### config.mk
export PLATFORM = sky130hd
export DESIGN_NAME = vrc_top
export DESIGN_NICKNAME = d
export VERILOG_FILES = /design/src/vrc_pkg.sv /design/src/vrc_pin_if.sv /design/src/vrc_sync.sv /design/src/vrc_pin_ctl.sv /design/src/vrc_top.sv
export VERILOG_INCLUDE_DIRS = /design/src /design/src/src
export SDC_FILE = /design/constraint.sdc
export NUM_CORES = 1
export LEC_CHECK = 0
export BUFFER_PORTS_ARGS = -buffer_cell sky130_fd_sc_hd__buf_2
export CAP_MARGIN = 20
export CORE_ASPECT_RATIO = 0.8
export CORE_MARGIN = 2
export CORE_UTILIZATION = 40
export DETAILED_ROUTE_END_ITERATION = 10
export PLACE_DENSITY_LB_ADDON = 0.3
export SLEW_MARGIN = 20
export SYNTH_ARGS = -nofsm -noshare
export SYNTH_HDL_FRONTEND = slang
export SYNTH_HIERARCHICAL = 1
export SYNTH_SLANG_ARGS = --single-unit
### constraint.sdc
create_clock -name clk -period 1.49 [get_ports clk]
set_input_delay 0.3725 -clock clk [delete_from_list [all_inputs] [get_ports clk]]
set_output_delay 0.3725 -clock clk [all_outputs]
set_load 0.02 [all_outputs]
### src/vrc_defines.svh
// Function
// - Output-enable bit set connects the programmable reference to its pin.
// - Pin reference output forces digital driver and input detector off.
// - Port read of the pin returns zero while reference output enabled.
// - Output enable overrides the pin's port direction bit two.
// - Wake from sleep leaves the programmable control register unchanged.
// - Reset clears programmable and fixed reference enable bits.
// - Reset clears range select (high range) and the level field.
// - Reset clears pin output enable, giving the pin back to ports.
// - Fixed reference request is own enable OR oscillator, detector, brownout.
// - Fixed control bit 7 is read/write enable; 1 powers reference on.
// - Clear fixed enable only withdraws its own request, never forces off.
// - Fixed control bit 6 is read-only stable flag, reset value zero.
// - Programmable control bit 7 powers the divider on or down.
// - Programmable control bit 6 is pin output enable, resets to zero.
// - Bit 5 selects range: 1 low in 24 steps, 0 high in 32.
// - Bit 4 selects source: 1 external reference pins, 0 supply rails.
// - Bits 3 to 0 are level 0 to 15 passed to divider taps.
// - Fixed control bits 5 to 0 ignore writes and read zero.
// - Only the enable gates divider current; other fields select taps.
`ifndef VRC_DEFINES_SVH
`define VRC_DEFINES_SVH

// ****************************************
// Register map
// ****************************************
`define VRC_ADDR_W          12
`define VRC_PROG_CTRL_OFS   12'h000
`define VRC_FIXED_CTRL_OFS  12'h004
`define VRC_REQ_STATUS_OFS  12'h008

// ****************************************
// Field positions
// ****************************************
`define VRC_PROG_EN_BIT     7
`define VRC_PROG_OE_BIT     6
`define VRC_PROG_RANGE_BIT  5
`define VRC_PROG_SRC_BIT    4
`define VRC_PROG_LVL_MSB    3
`define VRC_PROG_LVL_LSB    0
`define VRC_FIXED_EN_BIT    7
`define VRC_FIXED_ST_BIT    6

// ****************************************
// Reset values
// ****************************************
`define VRC_PROG_CTRL_RST   8'h00
`define VRC_FIXED_EN_RST    1'b0
`define VRC_DATA_ZERO       32'h0000_0000

`endif

### src/vrc_pkg.sv
package vrc_pkg;

  typedef logic [7:0] vrc_byte_t;

  // APB response sequencing
  typedef enum logic [1:0] {
    VRC_BUS_IDLE = 2'b00,
    VRC_BUS_RESP = 2'b01
  } vrc_bus_state_e;

  // Programmable reference control fields, bit 7 first
  typedef struct packed {
    logic       enable;
    logic       pin_out_enable;
    logic       range_select;
    logic       source_select;
    logic [3:0] level;
  } vrc_prog_ctrl_s;

endpackage : vrc_pkg

### src/vrc_pin_if.sv
`timescale 1ns/10ps
`default_nettype none

interface vrc_pin_if;
  logic ref_out_enable;
  logic dir_bit_two;
  logic latch_bit_two;
  logic pin_in_sync;
  logic drv_out;
  logic drv_oe;
  logic in_buf_en;
  logic port_rd;
  logic ref_connect;

  modport ctl (
    input  ref_out_enable,
    input  dir_bit_two,
    input  latch_bit_two,
    input  pin_in_sync,
    output drv_out,
    output drv_oe,
    output in_buf_en,
    output port_rd,
    output ref_connect
  );

  modport src (
    output ref_out_enable,
    output dir_bit_two,
    output latch_bit_two,
    output pin_in_sync,
    input  drv_out,
    input  drv_oe,
    input  in_buf_en,
    input  port_rd,
    input  ref_connect
  );
endinterface : vrc_pin_if

`default_nettype wire

### src/vrc_sync.sv
`timescale 1ns/10ps
`default_nettype none

module vrc_sync #(
  parameter int WIDTH = 1
) (
  // Clock and reset
  input  wire logic             clk,
  input  wire logic             rst_b,
  // Data
  input  wire logic [WIDTH-1:0] d,
  output logic      [WIDTH-1:0] q
);

  if (WIDTH < 1) begin : g_chk
    $error("vrc_sync: WIDTH must be at least 1");
  end

  logic [WIDTH-1:0] meta_ff;
  logic [WIDTH-1:0] sync_ff;

  // First stage feeds only the second stage
  always_ff @(posedge clk or negedge rst_b) begin
    if (!rst_b) begin
      meta_ff <= '0;
      sync_ff <= '0;
    end else begin
      meta_ff <= d;
      sync_ff <= meta_ff;
    end
  end

  assign q = sync_ff;

endmodule : vrc_sync

`default_nettype wire

### src/vrc_pin_ctl.sv
`timescale 1ns/10ps
`default_nettype none

module vrc_pin_ctl (
  // Clock and reset
  input  wire logic clk,
  input  wire logic rst_b,
  // Pin control
  vrc_pin_if.ctl    pin
);

  // Direction bit one means input, so the driver runs only when it is zero
  always_ff @(posedge clk or negedge rst_b) begin
    if (!rst_b) begin
      pin.drv_out     <= 1'b0;
      pin.drv_oe      <= 1'b0;
      pin.in_buf_en   <= 1'b1;
      pin.port_rd     <= 1'b0;
      pin.ref_connect <= 1'b0;
    end else begin
      pin.ref_connect <= pin.ref_out_enable;
      pin.drv_oe      <= !pin.ref_out_enable && !pin.dir_bit_two;
      pin.drv_out     <= pin.latch_bit_two && !pin.ref_out_enable;
      pin.in_buf_en   <= !pin.ref_out_enable;
      pin.port_rd     <= pin.pin_in_sync && !pin.ref_out_enable;
    end
  end

endmodule : vrc_pin_ctl

`default_nettype wire

### src/vrc_top.sv
// Design decisions made here: the APB register port and the register offsets.
`timescale 1ns/10ps
`default_nettype none

`include "vrc_defines.svh"

module vrc_top (
  // ****************************************
  // Clock and reset
  // ****************************************
  input  wire logic                  clk,
  input  wire logic                  rst_b,

  // ****************************************
  // APB slave
  // ****************************************
  input  wire logic                  psel,
  input  wire logic                  penable,
  input  wire logic                  pwrite,
  input  wire logic [`VRC_ADDR_W-1:0] paddr,
  input  wire logic [31:0]           pwdata,
  input  wire logic [3:0]            pstrb,
  output logic      [31:0]           prdata,
  output logic                       pready,
  output logic                       pslverr,

  // ****************************************
  // Programmable reference analog controls
  // ****************************************
  output logic                       prog_ref_enable,
  output logic                       prog_ref_range_select,
  output logic                       prog_ref_source_select,
  output logic      [3:0]            prog_ref_level,
  output logic                       prog_ref_output_connect,

  // ****************************************
  // Fixed reference
  // ****************************************
  input  wire logic                  fixed_ref_stable_raw,
  input  wire logic                  internal_fast_oscillator_req,
  input  wire logic                  voltage_detector_req,
  input  wire logic                  brownout_reset_req,
  output logic                       fixed_ref_power_request,

  // ****************************************
  // Shared pin and port logic
  // ****************************************
  input  wire logic                  port_direction_bit_two,
  input  wire logic                  port_latch_bit_two,
  input  wire logic                  pad_in,
  output logic                       pad_out,
  output logic                       pad_oe,
  output logic                       pad_in_buf_en,
  output logic                       port_read_bit_two
);

  // ****************************************
  // Local declarations
  // ****************************************
  localparam int NSYNC = 5;

  vrc_pkg::vrc_bus_state_e bus_state_ff;
  vrc_pkg::vrc_bus_state_e nxt_bus_state;
  vrc_pkg::vrc_prog_ctrl_s prog_ctrl_ff;
  vrc_pkg::vrc_byte_t      prog_rd;
  vrc_pkg::vrc_byte_t      fixed_rd;
  vrc_pkg::vrc_byte_t      status_rd;

  logic             fixed_en_ff;
  logic             fixed_req_ff;
  logic [31:0]      prdata_ff;
  logic [31:0]      nxt_prdata;
  logic             pready_ff;
  logic             pslverr_ff;
  logic             nxt_pslverr;

  logic [NSYNC-1:0] sync_in;
  logic [NSYNC-1:0] sync_out;
  logic             stable_sync;
  logic             osc_req_sync;
  logic             det_req_sync;
  logic             bor_req_sync;
  logic             pin_in_sync;

  logic             access;
  logic             done;
  logic             wr_lane0;
  logic             sel_prog;
  logic             sel_fixed;
  logic             sel_status;
  logic             sel_none;

  vrc_pin_if        pin_bus ();

  // ****************************************
  // Crossings
  // ****************************************
  // The stable flag, the peripheral requests and the pad all come from
  // outside this clock, so each passes two flops before it is used.
  assign sync_in = {pad_in,
                    brownout_reset_req,
                    voltage_detector_req,
                    internal_fast_oscillator_req,
                    fixed_ref_stable_raw};

  vrc_sync #(
    .WIDTH (NSYNC)
  ) u_sync (
    .clk   (clk),
    .rst_b (rst_b),
    .d     (sync_in),
    .q     (sync_out)
  );

  assign stable_sync  = sync_out[0];
  assign osc_req_sync = sync_out[1];
  assign det_req_sync = sync_out[2];
  assign bor_req_sync = sync_out[3];
  assign pin_in_sync  = sync_out[4];

  // ****************************************
  // APB decode
  // ****************************************
  assign access   = psel && penable;
  assign done     = access && pready_ff;
  assign wr_lane0 = done && pwrite && pstrb[0];

  always_comb begin
    sel_prog   = 1'b0;
    sel_fixed  = 1'b0;
    sel_status = 1'b0;
    sel_none   = 1'b0;
    if (paddr == `VRC_PROG_CTRL_OFS) begin
      sel_prog = 1'b1;
    end else if (paddr == `VRC_FIXED_CTRL_OFS) begin
      sel_fixed = 1'b1;
    end else if (paddr == `VRC_REQ_STATUS_OFS) begin
      sel_status = 1'b1;
    end else begin
      sel_none = 1'b1;
    end
  end

  // ****************************************
  // Read data
  // ****************************************
  assign prog_rd = prog_ctrl_ff;

  // Only the two top bits exist; the rest are tied low
  always_comb begin
    fixed_rd                    = 8'h00;
    fixed_rd[`VRC_FIXED_EN_BIT] = fixed_en_ff;
    fixed_rd[`VRC_FIXED_ST_BIT] = stable_sync;
  end

  assign status_rd = {4'h0,
                      bor_req_sync,
                      det_req_sync,
                      osc_req_sync,
                      fixed_req_ff};

  always_comb begin
    nxt_prdata  = `VRC_DATA_ZERO;
    nxt_pslverr = 1'b0;
    if (sel_prog) begin
      nxt_prdata[7:0] = prog_rd;
    end else if (sel_fixed) begin
      nxt_prdata[7:0] = fixed_rd;
    end else if (sel_status) begin
      nxt_prdata[7:0] = status_rd;
    end else begin
      nxt_pslverr = sel_none;
    end
  end

  // ****************************************
  // APB response
  // ****************************************
  // One wait state keeps pready and prdata straight from flops
  always_comb begin
    nxt_bus_state = bus_state_ff;
    case (bus_state_ff)
      vrc_pkg::VRC_BUS_IDLE: begin
        if (access) begin
          nxt_bus_state = vrc_pkg::VRC_BUS_RESP;
        end
      end
      vrc_pkg::VRC_BUS_RESP: begin
        nxt_bus_state = vrc_pkg::VRC_BUS_IDLE;
      end
      default: begin
        nxt_bus_state = vrc_pkg::VRC_BUS_IDLE;
      end
    endcase
  end

  always_ff @(posedge clk or negedge rst_b) begin
    if (!rst_b) begin
      bus_state_ff <= vrc_pkg::VRC_BUS_IDLE;
    end else begin
      bus_state_ff <= nxt_bus_state;
    end
  end

  always_ff @(posedge clk or negedge rst_b) begin
    if (!rst_b) begin
      pready_ff  <= 1'b0;
      pslverr_ff <= 1'b0;
      prdata_ff  <= `VRC_DATA_ZERO;
    end else if (bus_state_ff == vrc_pkg::VRC_BUS_IDLE && access) begin
      pready_ff  <= 1'b1;
      pslverr_ff <= nxt_pslverr;
      prdata_ff  <= pwrite ? `VRC_DATA_ZERO : nxt_prdata;
    end else begin
      pready_ff  <= 1'b0;
      pslverr_ff <= 1'b0;
      prdata_ff  <= `VRC_DATA_ZERO;
    end
  end

  // ****************************************
  // Programmable reference control register
  // ****************************************
  // Only reset and a bus write touch it; waking from sleep does not,
  // so the settings survive. Software should drop the enable before
  // sleep, since the divider keeps drawing current otherwise.
  always_ff @(posedge clk or negedge rst_b) begin
    if (!rst_b) begin
      prog_ctrl_ff <= `VRC_PROG_CTRL_RST;
    end else if (wr_lane0 && sel_prog) begin
      prog_ctrl_ff.enable         <= pwdata[`VRC_PROG_EN_BIT];
      prog_ctrl_ff.pin_out_enable <= pwdata[`VRC_PROG_OE_BIT];
      prog_ctrl_ff.range_select   <= pwdata[`VRC_PROG_RANGE_BIT];
      prog_ctrl_ff.source_select  <= pwdata[`VRC_PROG_SRC_BIT];
      prog_ctrl_ff.level <=
        pwdata[`VRC_PROG_LVL_MSB:`VRC_PROG_LVL_LSB];
    end
  end

  // ****************************************
  // Fixed reference control
  // ****************************************
  always_ff @(posedge clk or negedge rst_b) begin
    if (!rst_b) begin
      fixed_en_ff <= `VRC_FIXED_EN_RST;
    end else if (wr_lane0 && sel_fixed) begin
      fixed_en_ff <= pwdata[`VRC_FIXED_EN_BIT];
    end
  end

  // A clear enable only drops this block's own vote
  always_ff @(posedge clk or negedge rst_b) begin
    if (!rst_b) begin
      fixed_req_ff <= 1'b0;
    end else begin
      fixed_req_ff <= fixed_en_ff || osc_req_sync ||
                      det_req_sync || bor_req_sync;
    end
  end

  // ****************************************
  // Pin override
  // ****************************************
  assign pin_bus.ref_out_enable = prog_ctrl_ff.pin_out_enable;
  assign pin_bus.dir_bit_two    = port_direction_bit_two;
  assign pin_bus.latch_bit_two  = port_latch_bit_two;
  assign pin_bus.pin_in_sync    = pin_in_sync;

  vrc_pin_ctl u_pin (
    .clk   (clk),
    .rst_b (rst_b),
    .pin   (pin_bus.ctl)
  );

  // ****************************************
  // Outputs
  // ****************************************
  assign prdata  = prdata_ff;
  assign pready  = pready_ff;
  assign pslverr = pslverr_ff;

  // Divider current follows the enable alone; the other fields only
  // pick the tap, whatever the comparators are doing.
  assign prog_ref_enable        = prog_ctrl_ff.enable;
  assign prog_ref_range_select  = prog_ctrl_ff.range_select;
  assign prog_ref_source_select = prog_ctrl_ff.source_select;
  assign prog_ref_level         = prog_ctrl_ff.level;

  assign fixed_ref_power_request = fixed_req_ff;

  assign prog_ref_output_connect = pin_bus.ref_connect;
  assign pad_out                 = pin_bus.drv_out;
  assign pad_oe                  = pin_bus.drv_oe;
  assign pad_in_buf_en           = pin_bus.in_buf_en;
  assign port_read_bit_two       = pin_bus.port_rd;

endmodule : vrc_top

`default_nettype wire

* Word-level counts from Yosys, hierarchy flattened
Index checks and enable logic that the tools add are counted.
** Cells by class
- Equal/unequal tests :: 3
- Multiplexer cells :: 21
- Reductions and logical operators :: 17
** Operator list (number)
- 8-bit 2-to-1 mux :: 4
- 1-bit 2-to-1 mux :: 14
- 12-bit by 3-bit == test with 1-bit output, second input constant :: 1
- 12-bit by 4-bit == test with 1-bit output, second input constant :: 1
- 12-bit zero test :: 1
- 1-bit logical AND :: 10
- 2-bit 2-to-1 mux :: 2
- 4-bit 2-to-1 mux :: 1
- 1-bit logical OR :: 3
- 1-bit zero test :: 2
- 2-bit zero test :: 1
- 2-bit inequality test, second input constant :: 1
** Word-level totals
- Register bits after elaboration :: 61
- Input bits :: 60
- Output and inout port bits :: 47

* Depth between registers and ports, before layout
Gate-level depths: netlist of the first run.
- Depth in word-level cells :: 9
- Gate-level depth with buffers :: 5
- Mapped depth without buffers :: 4

* Cells and area by module
Netlist of the first run, hierarchy kept.
** By module, submodules not included
- vrc_top :: times used 1, cells an instance 90, area an instance 1093.5 um^2, seq. area each 525.5 um^2
- vrc_sync :: times used 1, cells an instance 10, area an instance 250.2 um^2, seq. area each 250.2 um^2
- vrc_pin_ctl :: times used 1, cells an instance 9, area an instance 146.4 um^2, seq. area each 126.4 um^2

* Worst setup path after synthesis of the first run
No wires, ideal clock.
- Kind :: input to register
- Start point :: in paddr[7]
- End point :: reg prog_ctrl_ff, in the netlist pin_bus.ref_out_enable
- Data arrival time :: 1.649 ns
- Slack :: -0.284 ns
- Cell stages on the path :: 4
- Path buffers :: 0
- Cell sequence :: or4_4 > nor4_4 > nand2_4 > mux2_4
** On the way
- Longest elaborated chain between the ends :: 3
** RTL lines
- start: declaration :: RTL line vrc_top.sv:20 : input wire logic [`VRC_ADDR_W-1:0] paddr,
- 12-bit zero test (no source line)
- 1-bit 2-to-1 mux :: RTL line vrc_top.sv:133 : if (paddr == `VRC_PROG_CTRL_OFS) begin
- 1-bit logical AND :: RTL line vrc_top.sv:230 : end else if (wr_lane0 && sel_prog) begin
- end signal: assignment :: RTL line vrc_top.sv:229 : prog_ctrl_ff <= `VRC_PROG_CTRL_RST;
- end: declaration :: RTL line vrc_top.sv:64 : vrc_pkg::vrc_prog_ctrl_s prog_ctrl_ff;
Every way passes these cells.
A chain may end at the register's enable or synchronous reset.

* Worst setup path in the final report of the first run
- Start point :: in paddr[7]
- End point :: reg prog_ctrl_ff, in the netlist prog_ref_level[0]
The elaborated chain is that of the path after synthesis.

==> impl_metrics.toml, run 1 <==
[drt]
ant_nets = 0
drt-total-wl_um = 2755
first_pass_iters = 4
routedWlPerCell_um = 12.70
drtIter0Drc = 43
drc = 0
via_per_inst = 4.373
detailroute.via_count = 949

[logic_synthesis]
synth_largest_area_cell = "dfrtp_1"
synth_adder_area_share = 0
syn_inst = 109
synth.distinct_cells = 23
synth_top_area_share = 0.5877
synth_area_mm2 = 0.001490
synth_edf_count = 0
synth_compound_area_frac = 0.008396
synth_xor_area_frac = 0
yosys.area_share.simple = 0.1268
netlist_top_cells_area = "dfrtp_1 (59%), buf_4 (12%), mux2_4 (8.1%)"
synth_seq_area_share = 0.6054
yosysWarnings = 6
synth_top_family_by_area = "buffers and inverters"
synth_area_per_cell_um2 = 13.67
synthMuxAreaShare = 0.1285
synth-seq-cells = 36
synth_ff_type = "dfrtp_1"
ys_async_sr_fraction = 1.000

[sta]
hold_viol_final = 0
finalCritPeriodShare = 1.123
period_needed_ns = 1.673
rsz0062_at_grt = "true"
fmax_ghz = 0.5976
maxSlewViolCount = 0
setup_violations = 9
finalWorstSetupSlack_ns = -0.1834
fin_worst_skew_ns = 0.004761

[clock_network]
cts_buffers = 5
cts_buffer_depth = 2
clkSlewWorstSetupHoldPaths_ns = 0.07
htreeDepth = 2
cts_sinks = 36
cts_hold_repair.buffers = 0
cts_root_buf = "clkbuf_8"
cts_tree = "done"
worst_skew_pair.late_latency_ns = 0.28

[finish]
seq_area_um2 = 902.1
nets = 234
stdcell_count = 217
n_fill_cell = 311
layout-drive-gt1-share = 0.4800
fin_util = 0.5392
layout-area-overhead-vs-synth_pct = 26.45
n_antenna_cell = 0
multi_input_area_um2 = 496.7

[pwr]
pwr-share-seq = 0.535
pwr-share-comb = 0.098
intPower_w = 0.001441
p_sw_frac = 0.2357
finalPower_w = 0.001885
p_per_area_mw_per_mm2 = 1000
p_leak_nw = 1.055
clkPwrFrac = 0.367
vdd_drop_max_mv = 0.7326
p_sw_w = 0.0004443

[placement]
gp_congestion = 0.7414
port_buffers = 55
dp_hpwl_um = 2051
dp.cells = 208

[critical_path]
reg2reg_from = "pready$_DFF_PN0_"
worst-path-max-fanout = 8
arrival_ns = 1.84
r2r_cells = 4
r2r_setup_slack_ns = 0.06
cp.required_ns = 1.66
path_class = "in -> reg"
start_kind = "primary input"
regToRegEndpoint = "prog_ref_level[0]$_DFFE_PN0P_"
end_kind = "flip-flop"

[run_status]
run_status = "finished with violations"
violations = "setup timing"

[floorplan]
core_area_mm2 = 0.003495
fp.dieW_um = 72.24
num_io_pins = 107
placementRows = 19
fp.dieH_um = 58.59
die_area_mm2 = 0.004233
start_util = 0.4264

[grt]
track_usage = 0.1464
grt_pass1_wl_um = 4402
antenna_found_initial = 0
grt-busiest-layer = "met2"
gr-total-overflow = 0
grt_max_degree = 37
grt_pass1_vias = 916
gr-usage-met2 = 0.2294
globalRouteMet3Util = 0.07192
grt_util_met1 = 0.1747

[min_path]
holdCritPathClass = "in -> async"

[run]
cap_violations = 0
==> power groups by stage <==
stage | registers [W] | clock network, W | logic (W)
finish | 0.00101 | 0.000691 | 0.000185
global route | 0.00101 | 0.000776 | 0.000203
CTS | 0.00101 | 0.000718 | 0.000186
detailed placement | 0.00103 | 0 | 0.000182
global placement | 0.00103 | 0 | 0.000179
floorplan | 0.00104 | 0 | 0.000132
==> cells by family (layout without fill, tap and decap cells) <==
| family | after synthesis | in the layout |
|---|---|---|
| buffers and inverters | 27 | 70 |
| and+or+nand+nor | 28 | 28 |
| muxes | 15 | 15 |
| other | 1 | 24 |
| DFF | 36 | 36 |
| AOI/OAI and AO/OA | 2 | 2 |
==> what timing repair did <==
item / in CTS / in global routing
setup buffers: 0 / 1
pin swaps: 2 / 4
endpoints found under the setup margin: 13 / 13
resized for setup: 3 / 1
==> cells in the final DEF (no fill, tap or decap), types with 3 or more instances in the layout <==
cell,count
mux2i_1,6
buf_4,5
dfrtp_1,35
nand4b_1,3
buf_2,54
conb_1,24
clkbuf_8,6
nor2_1,11
mux2_4,8
==> synth_stat cells, drive strengths merged, types with 2 or more instances <==
master  instances
nand2           2
mux2i           6
mux2            9
buf            24
nand4b          3
nor2           12
clkbuf          2
or4             3
nor4            2
nor2b           2
nor3b           2
dfrtp          35
==> critical path: stages <==
cell and delay, ns:
buf_6 0.09, or4_4 0.54, nor4_4 0.32, nand2_4 0.18, mux2_4 0.33
==> through the flow <==
| stage | worst slack (ns) | TNS, ns | hold slack (ns) | instance area [um^2] |
|---|---|---|---|---|
| global route | -0.1931 | -1.825 | 0.03792 | 1884 |
| CTS | -0.1706 | -1.394 | 0.04525 | 1872 |
| floorplan | -0.2839 | -2.577 | 0.07691 | 1577 |
| global placement | -0.4310 | -5.828 | 0.3328 | 1767 |
| finish | -0.1834 | -1.536 | 0.04408 | 1884 |
| detailed placement | -0.4827 | -6.338 | 0.3347 | 1767 |
==> per-layer routing <==
metal  share of wire  wire (um)  vias up
met2            0.49       1351       43
li1                -          -      448
met4          0.0091         25        0
met1            0.41       1131      454
met3           0.089        246        4
met5               0          0        -
==> state kept, by name, indices dropped and copies added, names as in the netlist, 4 cells and up <==
| register | flops |
|---|---|
| u_sync/meta_ff | 5 |
| u_sync/q | 5 |
| prdata | 8 |
| prog_ref_level | 4 |
==> worst max path at each step <==
| stage | from | to | slack, ns | cells after the start |
|---|---|---|---|---|
| after floorplan | paddr[7] | pin_bus.ref_out_enable$_DFFE_PN0P_ | -0.28 | 4 |
| after global placement | paddr[7] | prog_ref_level[3]$_DFFE_PN0P_ | -0.43 | 5 |
| after detailed placement | paddr[7] | prog_ref_level[2]$_DFFE_PN0P_ | -0.48 | 5 |
| after CTS | paddr[7] | prog_ref_level[2]$_DFFE_PN0P_ | -0.17 | 5 |
| after global routing | paddr[7] | prog_ref_level[1]$_DFFE_PN0P_ | -0.19 | 5 |
| final | paddr[7] | prog_ref_level[0]$_DFFE_PN0P_ | -0.18 | 5 |
==> cell type report <==
| cell class | count | share of cell area |
|---|---|---|
| clock buffers | 8 | 0.04781 |
| inverters | 1 | 0.001992 |
| multi-input cells | 69 | 0.2636 |
| flip-flops and latches | 36 | 0.4788 |
| well taps | 42 | 0.02789 |
| repair buffers | 61 | 0.1799 |
No activity file was read; power rests on OpenSTA's default activity.
==> run 2: changes to the inputs <==
Settings changed: CAP_MARGIN 20 to 40, TNS_END_PERCENT from default to 30.
==> run 2 against run 1 <==
Against the previous run:
- the flow still finishes with violations (setup timing)
- critical path type unchanged
- critical endpoint is now prog_ref_source_select$_DFFE_PN0P_
- count of clock-buffer cells in the layout is the same
- sequential cell count is the same
- sequential power is essentially flat
==> impl_metrics.toml, run 2 (synthesis results as in run 1) <==
[critical_path]
cp.required_ns = 1.66
start_kind = "primary input"
end_kind = "flip-flop"
path_class = "in -> reg"
r2r_setup_slack_ns = 0.06
reg2reg_from = "pready$_DFF_PN0_"
worst-path-max-fanout = 8
arrival_ns = 1.84
regToRegEndpoint = "prog_ref_source_select$_DFFE_PN0P_"
r2r_cells = 4

[run_status]
violations = "setup timing"
run_status = "finished with violations"

[sta]
period_needed_ns = 1.674
hold_viol_final = 0
fin_worst_skew_ns = 0.004914
finalCritPeriodShare = 1.123
fmax_ghz = 0.5974
maxSlewViolCount = 0
tns_ns = -1.540
finalWorstSetupSlack_ns = -0.1839
rsz0062_at_grt = "true"
setup_violations = 9
timing.hold.ws_ns = 0.04484

[finish]
largest_reg_flops = 8
n_antenna_cell = 0
nets = 233
mostFrequentLayoutCells = "buf_2 (54), dfrtp_1 (35), conb_1 (24), nor2_1 (11), mux2_4 (8)"
design_area_mm2 = 0.001882
layout-drive-gt1-share = 0.4828
final_common_cell = "buf_2"
layout-area-overhead-vs-synth_pct = 26.28

[pwr]
p_per_area_mw_per_mm2 = 1002
vdd_drop_max_mv = 0.7324
p_sw_frac = 0.2359
pwr-share-seq = 0.535
p_sw_w = 0.0004448
pwr-share-comb = 0.098
intPower_w = 0.001441
clkPwrFrac = 0.366
p_leak_nw = 1.051

[drt]
drt-total-wl_um = 2777
ant_nets = 0
first_pass_iters = 4
detailroute.via_count = 940
drtIter0Drc = 33
routedWlPerCell_um = 12.86
drc = 0
via_per_inst = 4.352

[floorplan]
placementRows = 19
fp.dieH_um = 58.59
die_area_mm2 = 0.004233
core_area_mm2 = 0.003495
start_util = 0.4264
num_io_pins = 107
fp.dieW_um = 72.24

[clock_network]
clkSlewWorstSetupHoldPaths_ns = 0.07
cts_sinks = 36
htreeDepth = 2
cts_tree = "done"
cts_buffer_depth = 2
cts_buffers = 5
postCtsSetupBuffers = 0
cts_hold_repair.buffers = 0
worst_skew_pair.late_latency_ns = 0.28
cts_root_buf = "clkbuf_8"

[grt]
grt_pass1_vias = 916
gr-total-overflow = 0
grt_pass1_wl_um = 4388
antenna_found_initial = 0
track_usage = 0.1460
grt_max_degree = 37

[placement]
dpl_worst_slack_ns = -0.4827
dp_hpwl_um = 2051
gp_congestion = 0.7414
port_buffers = 55
dpl_cell_area_mm2 = 0.001767

[min_path]
holdCritPathClass = "in -> async"

[run]
cap_violations = 0
==> run 2: cell count changes in the layout (fill, tap and decap cells not counted) <==
cell     before  now
buf_4         5    4
nor3b_1       1    0
nor3b_2       1    2
==> run 2: final cells by class <==
class | instances | area [um^2]
tap | 42 | 52.55
multi-input combinational | 69 | 501.7
inverter | 1 | 3.754
clock buffer | 8 | 90.09
sequential | 36 | 902.1
timing repair buffer | 60 | 331.6
fill | 310 | 1613
==> run 2: worst max-delay path by stage <==
stage,from,end
after floorplan,paddr[7],pin_bus.ref_out_enable$_DFFE_PN0P_
after global placement,paddr[7],prog_ref_level[3]$_DFFE_PN0P_
after detailed placement,paddr[7],prog_ref_level[2]$_DFFE_PN0P_
after CTS,paddr[7],prog_ref_level[2]$_DFFE_PN0P_
after global routing,paddr[7],prog_ref_level[1]$_DFFE_PN0P_
final,paddr[7],prog_ref_source_select$_DFFE_PN0P_
==> run 2: power groups by stage <==
stage | logic (W) | registers, W | clock network (W)
global route | 0.000203 | 0.00101 | 0.000776
CTS | 0.000185 | 0.00101 | 0.000718
floorplan | 0.000132 | 0.00104 | 0
global placement | 0.000179 | 0.00103 | 0
detailed placement | 0.000182 | 0.00103 | 0
finish | 0.000186 | 0.00101 | 0.000691
==> run 2: metrics by stage <==
stage               power (W)  std cells    util
finish               0.001886        216  0.5385
global route         0.001989        216  0.5385
CTS                  0.001912        216  0.5342
detailed placement   0.001209        208  0.5056
global placement     0.001205        208  0.5056
floorplan            0.001168        132       -
==> run 2: timing repair <==
action / in CTS / in global routing
pin swaps: 1 / 3
endpoints found under the hold margin: 0 / 0
gates resized for setup: 2 / 3
endpoints found under the setup margin: 13 / 15
==> run 2: per-layer routing <==
| metal | track usage | vias up | part of all wire |
|---|---|---|---|
| met5 | 0 | - | 0 |
| met4 | 0.05660 | 0 | 0.0090 |
| met3 | 0.07192 | 4 | 0.089 |
| met2 | 0.2294 | 43 | 0.49 |
| met1 | 0.1736 | 448 | 0.41 |
| li1 | - | 445 | - |
==> run 2: critical path, stage by stage <==
cell and delay [ns]:
buf_6 0.09, or4_4 0.54, nor4_4 0.32, nand2_4 0.19, mux2_4 0.33
